File: config.mk
export PLATFORM = sky130hd
export DESIGN_NAME = ssc_status_ctrl
export DESIGN_NICKNAME = d
export VERILOG_FILES = /design/src/design/ssc_pkg.sv /design/src/design/ssc_status_ctrl.sv
export SDC_FILE = /design/constraint.sdc
export NUM_CORES = 1
export LEC_CHECK = 0
export BUFFER_PORTS_ARGS = -buffer_cell sky130_fd_sc_hd__buf_2
export CELL_PAD_IN_SITES_DETAIL_PLACEMENT = 2
export CELL_PAD_IN_SITES_GLOBAL_PLACEMENT = 2
export CORE_ASPECT_RATIO = 0.9
export CORE_MARGIN = 10
export CORE_UTILIZATION = 33
export DETAILED_ROUTE_END_ITERATION = 10
export PLACE_DENSITY_LB_ADDON = 0.1
export SYNTH_ARGS = -nofsm -noshare
export SYNTH_HDL_FRONTEND = slang
export SYNTH_SLANG_ARGS = --single-unit
File: constraint.sdc
create_clock -name i_clk -period 2.2 [get_ports i_clk]
set_clock_uncertainty 0.05 [all_clocks]
set_input_delay 0.44 -clock i_clk [delete_from_list [all_inputs] [get_ports i_clk]]
set_output_delay 0.44 -clock i_clk [all_outputs]
set_load 0.01 [all_outputs]
File: src/design/ssc_pkg.sv
/*
 * Package for the processor-to-system-bus status and control generator.
 * Holds timing constants for the cycle-start pulse; assumes a 20 MHz i_clk.
 */
package ssc_pkg;
	// System clock period in ns
	localparam int unsigned SSC_CLK_PERIOD_NS = 50;
	// Cycle-start pulse width as specified, in ns
	localparam int unsigned SSC_SYNC_WIDTH_NS = 270;
	// Longest width rounds down: 270/50 -> 5 cycles
	localparam int unsigned SSC_SYNC_CYCLES_I = (SSC_SYNC_WIDTH_NS / SSC_CLK_PERIOD_NS) < 1 ? 1
		: (SSC_SYNC_WIDTH_NS / SSC_CLK_PERIOD_NS);
	// Counter width for the pulse down-counter
	localparam int unsigned SSC_SYNC_CNT_W = 4;
	localparam logic [SSC_SYNC_CNT_W-1:0] SSC_SYNC_CYCLES = SSC_SYNC_CYCLES_I[SSC_SYNC_CNT_W-1:0];
	localparam logic [SSC_SYNC_CNT_W-1:0] SSC_CNT_ZERO = 4'h0;
	localparam logic [SSC_SYNC_CNT_W-1:0] SSC_CNT_ONE = 4'h1;
	// Data-out bus width
	localparam int unsigned SSC_DATA_W = 8;
	// Reset values of the status and strobe outputs
	localparam logic SSC_RST_STATUS = 1'b0;
	localparam logic SSC_RST_WRITE_OUT_N = 1'b1;
	localparam logic SSC_RST_WR_N = 1'b1;
endpackage : ssc_pkg

File: src/design/ssc_status_ctrl.sv
/*
 * Status and control generator between an 8-bit processor and the system bus.
 * Latches write data, derives status lines, makes the cycle-start pulse and
 * the read and write strobes, and floats each group under its disable line.
 * Assumes processor strobes and bus disable lines are asynchronous to i_clk
 * and the board's tristate pads resolve the _oe outputs.
 */
// Behaviour
// - Data-out latch follows phase2 high, holds after
// - Data-out disable low floats data drivers
// - Status disable low floats status group
// - sM1 high during opcode fetch
// - sOUT high on write with I/O
// - sINP read and I/O, latched in sync
// - sMEMR read and memory, latched in sync
// - sWO low unless read or interrupt ack, latched in sync
// - sINTA high on I/O with opcode fetch
// - Control group floats while control disable low
// - sHLTA follows halt ack, never floats
// - Sync triggers on I/O or non-refresh memory
// - Sync stays high 5 cycles, about 250 ns
// - Stable-status strobe never driven
// - Sixteen-bit transfer request never driven
// - pDBIN high on read or interrupt ack
// - pWR follows write strobe slightly delayed
`timescale 1ns/100ps
module ssc_status_ctrl
	import ssc_pkg::*;
(
	input wire logic i_clk, // 20 MHz system clock
	input wire logic i_rst_n, // Synchronous reset, active low
	input wire logic i_system_clock_phase2, // Bus phase-2 clock level
	input wire logic [SSC_DATA_W-1:0] i_cpu_data, // Processor data bus
	input wire logic i_cpu_opcode_fetch_n, // Opcode fetch, active low
	input wire logic i_cpu_io_request_n, // I/O request, active low
	input wire logic i_cpu_mem_request_n, // Memory request, active low
	input wire logic i_cpu_refresh_n, // Refresh cycle, active low
	input wire logic i_cpu_halt_ack_n, // Halt acknowledge, active low
	input wire logic i_cpu_rd_n, // Processor read, active low
	input wire logic i_cpu_wr_n, // Processor write, active low
	input wire logic i_data_out_dis_n, // Data-out disable line
	input wire logic i_status_dis_n, // Status disable line
	input wire logic i_ctrl_dis_n, // Control disable line
	output logic [SSC_DATA_W-1:0] o_data_out, // Latched bus data
	output logic o_data_out_oe, // Data-out drive enable
	output logic o_s_m1, // Opcode fetch status
	output logic o_s_out, // I/O output status
	output logic o_s_inp, // I/O input status
	output logic o_s_memr, // Memory read status
	output logic o_s_write_out_n, // Write-follows status, active low
	output logic o_status_oe, // Status group drive enable
	output logic o_s_intr_ack_cycle, // Interrupt acknowledge status
	output logic o_p_sync, // Bus cycle start pulse
	output logic o_p_dbin, // Read strobe
	output logic o_p_wr_n, // Write strobe, active low
	output logic o_ctrl_oe, // Control group drive enable
	output logic o_s_cpu_halt_ack_n, // Halt acknowledge status
	output logic o_p_stval_n_oe, // Stable-status strobe enable
	output logic o_s_xtrq_n_oe // Sixteen-bit request enable
);

	localparam int unsigned NSYNC = 13;

	// Two-stage synchronisers for every asynchronous input
	logic [NSYNC-1:0] meta_q, meta_d;
	logic [NSYNC-1:0] sync_q, sync_d;
	logic [SSC_DATA_W-1:0] data_meta_q, data_meta_d, data_sync_q, data_sync_d;

	always_comb
	begin
		meta_d = {i_system_clock_phase2, i_cpu_opcode_fetch_n, i_cpu_io_request_n,
			i_cpu_mem_request_n, i_cpu_refresh_n, i_cpu_halt_ack_n, i_cpu_rd_n,
			i_cpu_wr_n, i_data_out_dis_n, i_status_dis_n, i_ctrl_dis_n, 1'b0, 1'b0};
		sync_d = meta_q;
		data_meta_d = i_cpu_data;
		data_sync_d = data_meta_q;
	end

	// Reset values are the idle (deasserted) levels of each line except phase2, which resets high
	always_ff @(posedge i_clk)
	begin
		if (!i_rst_n)
		begin
			meta_q <= 13'h1FFC;
			sync_q <= 13'h1FFC;
			data_meta_q <= 8'h00;
			data_sync_q <= 8'h00;
		end
		else
		begin
			meta_q <= meta_d;
			sync_q <= sync_d;
			data_meta_q <= data_meta_d;
			data_sync_q <= data_sync_d;
		end
	end

	// Synchronised levels, named by use
	logic phase2, fetch_n, ioreq_n, memreq_n, refresh_n, halt_n, rd_n, wr_n;
	logic dodis_n, stdis_n, ccdis_n;
	assign {phase2, fetch_n, ioreq_n, memreq_n, refresh_n, halt_n, rd_n, wr_n,
		dodis_n, stdis_n, ccdis_n} = sync_q[NSYNC-1:2];

	// Combinational status terms
	logic intr_ack_cycle, inp_raw, memr_raw, write_out_raw_n, sync_trig_lvl;
	always_comb
	begin
		intr_ack_cycle = !ioreq_n && !fetch_n;
		inp_raw = !rd_n && !ioreq_n;
		memr_raw = !rd_n && !memreq_n;
		write_out_raw_n = !(rd_n && !intr_ack_cycle);
		// Trigger on I/O or non-refresh memory
		sync_trig_lvl = !ioreq_n || (!memreq_n && refresh_n);
	end

	// Registered state and outputs
	logic [SSC_SYNC_CNT_W-1:0] sync_cnt_q, sync_cnt_d;
	logic trig_prev_q, trig_prev_d;
	logic [SSC_DATA_W-1:0] data_out_q, data_out_d;
	logic data_oe_q, data_oe_d;
	logic m1_q, m1_d, out_q, out_d, inp_q, inp_d, memr_q, memr_d;
	logic wo_n_q, wo_n_d, status_oe_q, status_oe_d;
	logic intr_ack_cycle_q, intr_ack_cycle_d, psync_q, psync_d, dbin_q, dbin_d, pwr_n_q, pwr_n_d;
	logic ctrl_oe_q, ctrl_oe_d, cpu_halt_ack_n_q, cpu_halt_ack_n_d;

	// Next-state logic for all outputs except the two unused enables
	always_comb
	begin
		trig_prev_d = sync_trig_lvl;
		sync_cnt_d = sync_cnt_q;
		if (sync_trig_lvl && !trig_prev_q)
			sync_cnt_d = SSC_SYNC_CYCLES;
		else if (sync_cnt_q != SSC_CNT_ZERO)
			sync_cnt_d = sync_cnt_q - SSC_CNT_ONE;
		// High for the loaded cycle count
		psync_d = (sync_cnt_d != SSC_CNT_ZERO);
		// Transparent in phase2 high, holds otherwise
		data_out_d = phase2 ? data_sync_q : data_out_q;
		data_oe_d = dodis_n;
		m1_d = !fetch_n;
		out_d = !wr_n && !ioreq_n;
		// Input status latched while sync high
		inp_d = psync_q ? inp_raw : inp_q;
		// Memory read latched while sync high
		memr_d = psync_q ? memr_raw : memr_q;
		wo_n_d = psync_q ? write_out_raw_n : wo_n_q;
		status_oe_d = stdis_n;
		intr_ack_cycle_d = intr_ack_cycle;
		// Read strobe from read or ack
		dbin_d = !rd_n || intr_ack_cycle;
		// Registered copy gives the small delay
		pwr_n_d = wr_n;
		ctrl_oe_d = ccdis_n;
		cpu_halt_ack_n_d = !halt_n;
	end

	// Output registers; idle levels under reset
	always_ff @(posedge i_clk)
	begin
		if (!i_rst_n)
		begin
			sync_cnt_q <= SSC_CNT_ZERO;
			trig_prev_q <= 1'b0;
			data_out_q <= 8'h00;
			data_oe_q <= 1'b0;
			m1_q <= SSC_RST_STATUS;
			out_q <= SSC_RST_STATUS;
			inp_q <= SSC_RST_STATUS;
			memr_q <= SSC_RST_STATUS;
			wo_n_q <= SSC_RST_WRITE_OUT_N;
			status_oe_q <= 1'b0;
			intr_ack_cycle_q <= SSC_RST_STATUS;
			psync_q <= 1'b0;
			dbin_q <= 1'b0;
			pwr_n_q <= SSC_RST_WR_N;
			ctrl_oe_q <= 1'b0;
			cpu_halt_ack_n_q <= SSC_RST_STATUS;
		end
		else
		begin
			sync_cnt_q <= sync_cnt_d;
			trig_prev_q <= trig_prev_d;
			data_out_q <= data_out_d;
			data_oe_q <= data_oe_d;
			m1_q <= m1_d;
			out_q <= out_d;
			inp_q <= inp_d;
			memr_q <= memr_d;
			wo_n_q <= wo_n_d;
			status_oe_q <= status_oe_d;
			intr_ack_cycle_q <= intr_ack_cycle_d;
			psync_q <= psync_d;
			dbin_q <= dbin_d;
			pwr_n_q <= pwr_n_d;
			ctrl_oe_q <= ctrl_oe_d;
			cpu_halt_ack_n_q <= cpu_halt_ack_n_d;
		end
	end

	// Port assignments straight from flip-flops
	assign o_data_out = data_out_q;
	assign o_data_out_oe = data_oe_q;
	assign o_s_m1 = m1_q;
	assign o_s_out = out_q;
	assign o_s_inp = inp_q;
	assign o_s_memr = memr_q;
	assign o_s_write_out_n = wo_n_q;
	assign o_status_oe = status_oe_q;
	assign o_s_intr_ack_cycle = intr_ack_cycle_q;
	assign o_p_sync = psync_q;
	assign o_p_dbin = dbin_q;
	assign o_p_wr_n = pwr_n_q;
	assign o_ctrl_oe = ctrl_oe_q;
	assign o_s_cpu_halt_ack_n = cpu_halt_ack_n_q;
	// Unused lines never enabled; tied zero bits of the sync chain
	assign o_p_stval_n_oe = sync_q[1];
	assign o_s_xtrq_n_oe = sync_q[0];

endmodule : ssc_status_ctrl

==> results of run 1 <==
[critical path: stages, from the launching register on]
cell     delay, ns
dfxtp_1       0.35
inv_1         0.11
ha_1          0.22
or3b_1        0.47
o31ai_1       0.25
a31oi_1       0.11
[cells by family after synthesis]
family	after synthesis
adder cells (fa/ha/maj)	1
AO/OA/AOI/OAI	8
multiplexers	11
flip-flops	64
other	1
AND/OR/NAND/NOR	73
buffers and inverters	14
XOR/XNOR	1
[metal layers]
| metal | global-route usage | up-vias |
|---|---|---|
| li1 | - | 625 |
| met1 | 0.0942 | 624 |
| met2 | 0.165 | 35 |
| met3 | 0.0579 | 8 |
| met4 | 0.0424 | 0 |
| met5 | 0 | - |
[how the worst max path moves through the flow]
stage | from | endpoint | slack [ns] | cells past startpoint
after CTS | sync_cnt_q[0]$_SDFF_PN0_ | o_p_sync$_SDFF_PN0_ | 0.52 | 5
after floorplan | sync_cnt_q[0]$_SDFF_PN0_ | o_p_sync$_SDFF_PN0_ | 0.69 | 6
after global routing | sync_cnt_q[0]$_SDFF_PN0_ | o_p_sync$_SDFF_PN0_ | 0.42 | 5
after detailed placement | sync_cnt_q[0]$_SDFF_PN0_ | o_p_sync$_SDFF_PN0_ | 0.50 | 5
final | sync_cnt_q[0]$_SDFF_PN0_ | o_p_sync$_SDFF_PN0_ | 0.52 | 5
after global placement | sync_cnt_q[0]$_SDFF_PN0_ | o_p_sync$_SDFF_PN0_ | 0.66 | 5
[per-stage QoR]
stage | instance area, µm² | total power, mW | std cells | utilization
floorplan | 1940 | 1.58 | 174 | -
global placement | 2190 | 1.64 | 276 | 0.384
detailed placement | 2190 | 1.68 | 276 | 0.384
CTS | 2390 | 2.69 | 292 | 0.419
global route | 2390 | 2.80 | 292 | 0.419
finish | 2390 | 2.65 | 292 | 0.419
[sequential cells by signal, summed over array words and instances, names as in the netlist, 4 cells and up]
name and flops:
o_data_out 8, data_meta_q 8, sync_q 11, sync_cnt_q 4, data_sync_q 8, meta_q 11
[cell usage after synthesis (all sizes together)]
cell type,count,share of area
a211oi,1,0.0039
a21oi,3,0.0078
a31oi,1,0.0032
and2,20,0.065
buf,5,0.016
clkbuf,5,0.0097
clkinv,1,0.0019
conb,1,0.0019
dfxtp,64,0.66
ha,1,0.0065
inv,3,0.0058
mux2i,11,0.057
nand2,1,0.0019
nand2b,25,0.081
nand3,1,0.0052
nand3b,1,0.0039
nor2,21,0.041
nor3,2,0.0052
o21ai,2,0.0052
o31ai,1,0.0039
or3,1,0.0032
or3b,1,0.0045
xnor2,1,0.0045
[cell type report]
cell class	count	area share
Sequential cell	64	0.537
Clock inverter	3	0.0168
Tap cell	70	0.0367
Inverter	4	0.00629
Clock buffer	13	0.0666
Timing Repair Buffer	42	0.0891
Multi-Input combinational cell	96	0.248
[power breakdown]
| group | leakage, nW | total (mW) | switching (mW) | internal, mW |
|---|---|---|---|---|
| combinational | 0.465 | 0.341 | 0.184 | 0.157 |
| sequential | 0.528 | 1.31 | 0.0637 | 1.24 |
| clock | 0.103 | 0.997 | 0.415 | 0.582 |
==> impl_metrics.ini, run 1 <==
[run_status]
status = complete, no violations

[clock_tree]
cts_setup_buffers = 0
cts_hold_buf = 0
clk_pin_slew_ns = 0.07
cts_tree = yes
cts_resized = 0
cts_buffer_depth = 2
root_buffer = clkbuf_8
cts.sinks = 64
htree_levels = 3
numCtsBuffers = 9
clk_latency_ns = 0.33

[global_routing]
gr-total-overflow = 0
grt_max_degree = 46
grt_pass1_vias = 1457
antenna_found_initial = 0
grt_pass1_wl_mm = 7.07
grt_usage = 0.0977

[placed_design]
gp_congestion = 0.709
dp_hpwl_mm = 3.08
io_buffers = 41
dp_slack_ns = 0.502

[critical_path]
crit_arrival_ns = 1.83
cp.required_ns = 2.35
crit_path_end_kind = register
reg2reg_depth = 5
timing.rr.start = sync_cnt_q[0]$_SDFF_PN0_
cp-start-kind = register
rrSetupSlack_ns = 0.52
worst-setup-path-type = register to register
r2r_end = o_p_sync$_SDFF_PN0_
crit_path_max_fanout = 5

[timing]
hold_viol = 0
slew_violations = 0
layout_setup_ws_ns = 0.521
max-slew-margin-rel = 0.632
min_period_ns = 1.68
max_freq_mhz = 596
fin_hold_ws_ns = 0.243
tightest_slew_ns = 0.549
fin_crit_sh = 0.763
grt_setup_unrepaired = false
setup_viol = 0
setup_tns_ns = 0

[power]
ir_worst_vdd_mv = 0.484
p_per_area_nw_per_um2 = 1110
power.leakage_nw = 1.10

[detailed_routing]
first_iter_violations = 52
firstDrtPassIters = 3
drt-total-wl_mm = 4.21
drc = 0
top_layer = met4
via_per_inst = 4.42
routed-wl-met3_um = 312
wire_per_inst_um = 14.4
route.antenna.remaining_nets = 0
num_vias = 1292
wl_met2_mm = 2.09
wl_met1_mm = 1.74

[job]
cap_violations = 0

[floorplan]
die_w_um = 101
core_area_um2 = 5690
io_pins = 44
chipHeight_um = 92.6
num_rows = 26
dieArea_um2 = 9320
initial_core_util = 0.340

[layout]
layout_common_cells = 64 x dfxtp_1, 41 x buf_2, 25 x nand2b_1
area_growth_pct = 23.5
drive_above_1_share = 0.257
fillCellCount = 607
antennaDiodeCount = 0
ff_latch_area_um2 = 1280
multiInputGateArea_um2 = 592
final_nets = 239
final_common_cell = dfxtp_1

[hold_path]
min-delay-start = i_cpu_halt_ack_n
holdPathStages = 2
holdPathEnd = meta_q[7]$_SDFF_PN1_
hold_path_class = primary input to register

[synth]
yosys-mux-area-fraction = 0.0570
synth-xor-area-share = 0.00453
synth_warnings = 0
postSynthCellCount = 173
netlist_area_um2 = 1930
synthSimpleGateAreaFrac = 0.210
synth_top_family_by_area = simple AND/OR/NAND/NOR gates
ys_types = 24
seq_area_frac_synth = 0.663
synth-seq-cells = 64
synth_fa_ha_area_frac = 0.00647
avgSynthCellArea_um2 = 11.2
synth_compound_area_frac = 0.0239
Power figures use the tool's default switching activity.
==> inputs of run 2 (changes only) <==
CORE_UTILIZATION = 29   (was 33)
clock period = 1.5 ns   (was 2.2 ns; I/O delays follow)
==> run 2 against run 1 <==
Wire length is 0.14% higher. First-iteration DRC count is 44% lower. Largest cell class unchanged. Count of clock-buffer cells in the layout is 2 lower. Critical path depth is 1 higher. Worst hold slack worse by 0.15 ns.
==> impl_metrics.ini, run 2 (synthesis results as in run 1) <==
[clock_tree]
cts.sinks = 64
cts_tree = yes
root_buffer = clkbuf_8
cts_hold_buf = 0
cts_buffer_depth = 2
clk_latency_ns = 0.33
clk_pin_slew_ns = 0.07
numCtsBuffers = 9
htree_levels = 3

[hold_path]
min-delay-start = i_data_out_dis_n
hold_path_class = primary input to register
holdPathEnd = meta_q[4]$_SDFF_PN1_
holdPathStages = 2

[run_status]
status = complete, no violations

[timing]
max-slew-margin-rel = 0.659
tightest_slew_ns = 0.511
setup_tns_ns = 0
hold_viol = 0
layout_setup_ws_ns = 0.0696
fin_hold_ws_ns = 0.0931
fin_crit_sh = 0.954
setup_viol = 0
slew_violations = 0
max_freq_mhz = 699
min_period_ns = 1.43

[global_routing]
antenna_found_initial = 0
grt_usage = 0.0865
grt_max_degree = 40
gr-total-overflow = 0
grt_pass1_vias = 1408
grt_pass1_wl_mm = 6.93

[layout]
final_area_um2 = 2490
antennaDiodeCount = 0
drive_above_1_share = 0.310
reg.largest.list = meta_q: 11 flops, sync_q: 11 flops
final_common_cell = dfxtp_1
multiInputGateArea_um2 = 641
area_growth_pct = 28.9
fillCellCount = 736
stdcell_count = 316
finish.utilization = 0.382
ff_latch_area_um2 = 1280
final_nets = 243
layout_common_cells = 63 x dfxtp_1, 41 x buf_2, 25 x nand2b_1

[placed_design]
place_inst = 299
gp_congestion = 0.685
dp_hpwl_mm = 3.00
dp_slack_ns = -0.0339
io_buffers = 41
placed_cell_area_um2 = 2240

[critical_path]
crit_start = sync_cnt_q[0]$_SDFF_PN0_
crit_path_max_fanout = 5
cp-start-kind = register
worst-setup-path-type = register to register
crit_arrival_ns = 1.59
cp.required_ns = 1.66
r2r_end = sync_cnt_q[0]$_SDFF_PN0_
rrSetupSlack_ns = 0.07
crit_path_end_kind = register
reg2reg_depth = 6
timing.rr.start = sync_cnt_q[0]$_SDFF_PN0_

[power]
power.leakage_nw = 1.12
ir_worst_vdd_mv = 0.493
finalPower_mw = 4.14
p_per_area_nw_per_um2 = 1660

[floorplan]
num_rows = 28
dieArea_um2 = 10300
core_area_um2 = 6520
chipHeight_um = 97.5
die_w_um = 106
initial_core_util = 0.297
io_pins = 44

[detailed_routing]
via_per_inst = 4.10
top_layer = met4
wl_met2_mm = 2.15
wl_met1_mm = 1.69
drt-total-wl_mm = 4.21
routed-wl-met3_um = 282
route.antenna.remaining_nets = 0
wire_per_inst_um = 13.3
drc = 0
first_iter_violations = 29
num_vias = 1295
firstDrtPassIters = 4

[job]
cap_violations = 0
-- run 2: report_power, final --
part / leakage [nW] / internal [mW] / switching (mW)
clock: 0.0993 / 0.810 / 0.642
combinational: 0.496 / 0.402 / 0.375
sequential: 0.529 / 1.83 / 0.0802
-- run 2: repair_timing --
action                                  4_1_cts  5_1_grt
buffers inserted                              0        1
endpoints found under the setup margin        2        2
gates resized for setup                       1        8
pin swaps                                     0        1
-- run 2: layer usage --
| layer | GRT usage | up-vias |
|---|---|---|
| li1 | - | 637 |
| met1 | 0.0862 | 620 |
| met2 | 0.140 | 31 |
| met3 | 0.0451 | 7 |
| met4 | 0.0531 | 0 |
| met5 | 0 | - |
-- run 2: worst max path at each step --
stage	end	slack (ns)
after floorplan	o_p_sync$_SDFF_PN0_	0.01
after global placement	o_p_sync$_SDFF_PN0_	0.04
after detailed placement	o_p_sync$_SDFF_PN0_	-0.03
after CTS	o_p_sync$_SDFF_PN0_	0.006
after global routing	o_p_sync$_SDFF_PN0_	-0.005
final	sync_cnt_q[0]$_SDFF_PN0_	0.07
-- run 2: final cells by class --
cell class | instances | share of cell area
Multi-Input combinational cell | 96 | 0.257
Sequential cell | 64 | 0.515
Clock inverter | 5 | 0.0226
Timing Repair Buffer | 46 | 0.0974
Tap cell | 90 | 0.0452
Clock buffer | 11 | 0.0568
Inverter | 4 | 0.00603
-- run 2: worst max-delay path, stage by stage (launching register included) --
cell and delay [ns]:
dfxtp_2 0.32, inv_2 0.07, ha_4 0.15, or3b_4 0.44
xnor2_2 0.15, nor2_1 0.08, nor2_1 0.04
==> inputs of run 3 (changes only) <==
CORE_ASPECT_RATIO = 2   (was 0.9)
CORE_UTILIZATION = 33   (was 29)
CTS_BUF_LIST = sky130_fd_sc_hd__clkbuf_4 sky130_fd_sc_hd__clkbuf_8 sky130_fd_sc_hd__clkbuf_16   (was unset)
clock period = 1.4 ns   (was 1.5 ns; I/O delays follow)
==> run 3 against run 2 <==
The flow now finishes with violations (negative setup slack). Clock power rose by 61%. Worst hold slack worse by 0.0086 ns. Register-to-register slack got worse by 0.12 ns. Sequential cell count stayed put. Wire length is 13% higher. Combinational power is 23% higher. Sequential share of layout area down 2.5 points. Critical path depth shrank 1. First-iteration DRC count decreased by 45%. Final cell count shrank 7.6%. Die area decreased by 8.0%. Largest power group is now the clock network.
==> impl_metrics.ini, run 3 (synthesis results as in run 1) <==
[run_status]
status = complete, but fails checks
failed_checks = negative setup slack

[layout]
final_common_cell = dfxtp_1
drive_above_1_share = 0.333
fillCellCount = 586
antennaDiodeCount = 0
layout_common_cells = 63 x dfxtp_1, 41 x buf_2, 25 x nand2b_1
area_growth_pct = 35.5
final_nets = 248
reg.largest.list = meta_q: 11 flops, sync_q: 11 flops

[floorplan]
io_pins = 44
initial_core_util = 0.339
core_area_um2 = 5710
dieArea_um2 = 9510
die_w_um = 74.1
chipHeight_um = 128
num_rows = 39

[timing]
min_period_ns = 1.45
setup_viol = 2
layout_setup_ws_ns = -0.0538
grt_setup_unrepaired = true
fin_crit_sh = 1.04
slew_violations = 0
hold_viol = 0
max_freq_mhz = 688
setup_tns_ns = -0.0869

[hold_path]
holdPathEnd = meta_q[5]$_SDFF_PN1_
min-delay-start = i_cpu_wr_n
holdPathStages = 2
hold_path_class = primary input to register

[critical_path]
cp.required_ns = 1.54
crit_path_max_fanout = 5
max_stage_delay_ns = 0.44
timing.rr.start = sync_cnt_q[0]$_SDFF_PN0_
crit_chain = inv_2, ha_4, or3b_4, o31ai_4, a31oi_1
crit_arrival_ns = 1.59
worst-setup-path-type = register to register
r2r_end = o_p_sync$_SDFF_PN0_
rrSetupSlack_ns = -0.05
cpMaxStageDelayCell = or3b_4
cp-start-kind = register
crit_path_end_kind = register
reg2reg_depth = 5

[global_routing]
grt_pass1_wl_mm = 7.51
antenna_found_initial = 0
grt_usage = 0.107
grt_max_degree = 20
gr-total-overflow = 0
grt_pass1_vias = 1517

[detailed_routing]
drt-total-wl_mm = 4.77
drc = 0
via_per_inst = 4.59
route.antenna.remaining_nets = 0
wl_met1_mm = 1.65
wire_per_inst_um = 16.3
top_layer = met4
routed-wl-met3_um = 299
first_iter_violations = 16
wl_met2_mm = 2.67
num_vias = 1340
firstDrtPassIters = 4

[clock_tree]
htree_levels = 3
clk_pin_slew_ns = 0.05
cts.sinks = 64
cts_tree = yes
numCtsBuffers = 9
root_buffer = clkbuf_16
cts_buffer_depth = 2
clk_latency_ns = 0.33

[job]
cap_violations = 0

[placed_design]
gp_congestion = 0.708
io_buffers = 41
dp_hpwl_mm = 3.45

[power]
power.leakage_nw = 1.21
ir_worst_vdd_mv = 1.23
finalPower_mw = 5.34
p_per_area_nw_per_um2 = 2040
-- run 3: worst max-delay path by stage --
| stage | startpoint | to | slack, ns | depth (start not counted) |
|---|---|---|---|---|
| global placement | sync_cnt_q[0]$_SDFF_PN0_ | o_p_sync$_SDFF_PN0_ | -0.02 | 5 |
| finish | sync_cnt_q[0]$_SDFF_PN0_ | o_p_sync$_SDFF_PN0_ | -0.05 | 5 |
| global route | sync_cnt_q[0]$_SDFF_PN0_ | o_p_sync$_SDFF_PN0_ | -0.13 | 5 |
| floorplan | sync_cnt_q[0]$_SDFF_PN0_ | o_p_sync$_SDFF_PN0_ | -0.06 | 6 |
| detailed placement | sync_cnt_q[0]$_SDFF_PN0_ | o_p_sync$_SDFF_PN0_ | -0.16 | 5 |
| CTS | sync_cnt_q[0]$_SDFF_PN0_ | o_p_sync$_SDFF_PN0_ | -0.07 | 5 |
-- run 3: power breakdown --
group	switching [mW]	internal (mW)
sequential	0.0936	1.96
clock	0.738	1.59
combinational	0.465	0.489
-- run 3: timing repair --
action,CTS,global route
pin swaps,3,3
setup buffers,2,1
gates cloned,0,0
resized for setup,4,4
setup endpoints to repair,3,4
hold buffers,0,0
-- run 3: final cells by class --
cell class,instances,area (µm²),share of cell area
Clock buffer,14,288,0.110
Clock inverter,2,35.0,0.0134
Inverter,4,15.0,0.00573
Multi-Input combinational cell,96,643,0.245
Sequential cell,64,1280,0.489
Tap cell,61,76.3,0.0291
Timing Repair Buffer,51,280,0.107
-- run 3: metrics by stage --
stage	hold slack (ns)	std cells	util	instance area, µm²	setup WS [ns]
2_1_floorplan	0.318	174	-	1960	-0.0556
3_3_place_gp	0.329	273	0.392	2240	-0.0249
3_5_place_dp	0.339	273	0.392	2240	-0.164
4_1_cts	0.0757	291	0.453	2590	-0.0747
5_1_grt	0.0849	292	0.459	2620	-0.127
6_report	0.0845	292	0.459	2620	-0.0538
-- run 3: metal layers --
layer | track usage | up-vias
li1 | - | 643
met1 | 0.0939 | 648
met2 | 0.183 | 35
met3 | 0.0496 | 14
met4 | 0.0772 | 0
met5 | 0 | -
-- run 3: worst max-delay path, delay by kind of cell (launching register included) --
kind	cells	cell delay, ns
buffers and inverters	1	0.07
AO/OA/AOI/OAI	2	0.30
flip-flops	1	0.32
adder cells (fa/ha/maj)	1	0.12
AND/OR/NAND/NOR	1	0.44
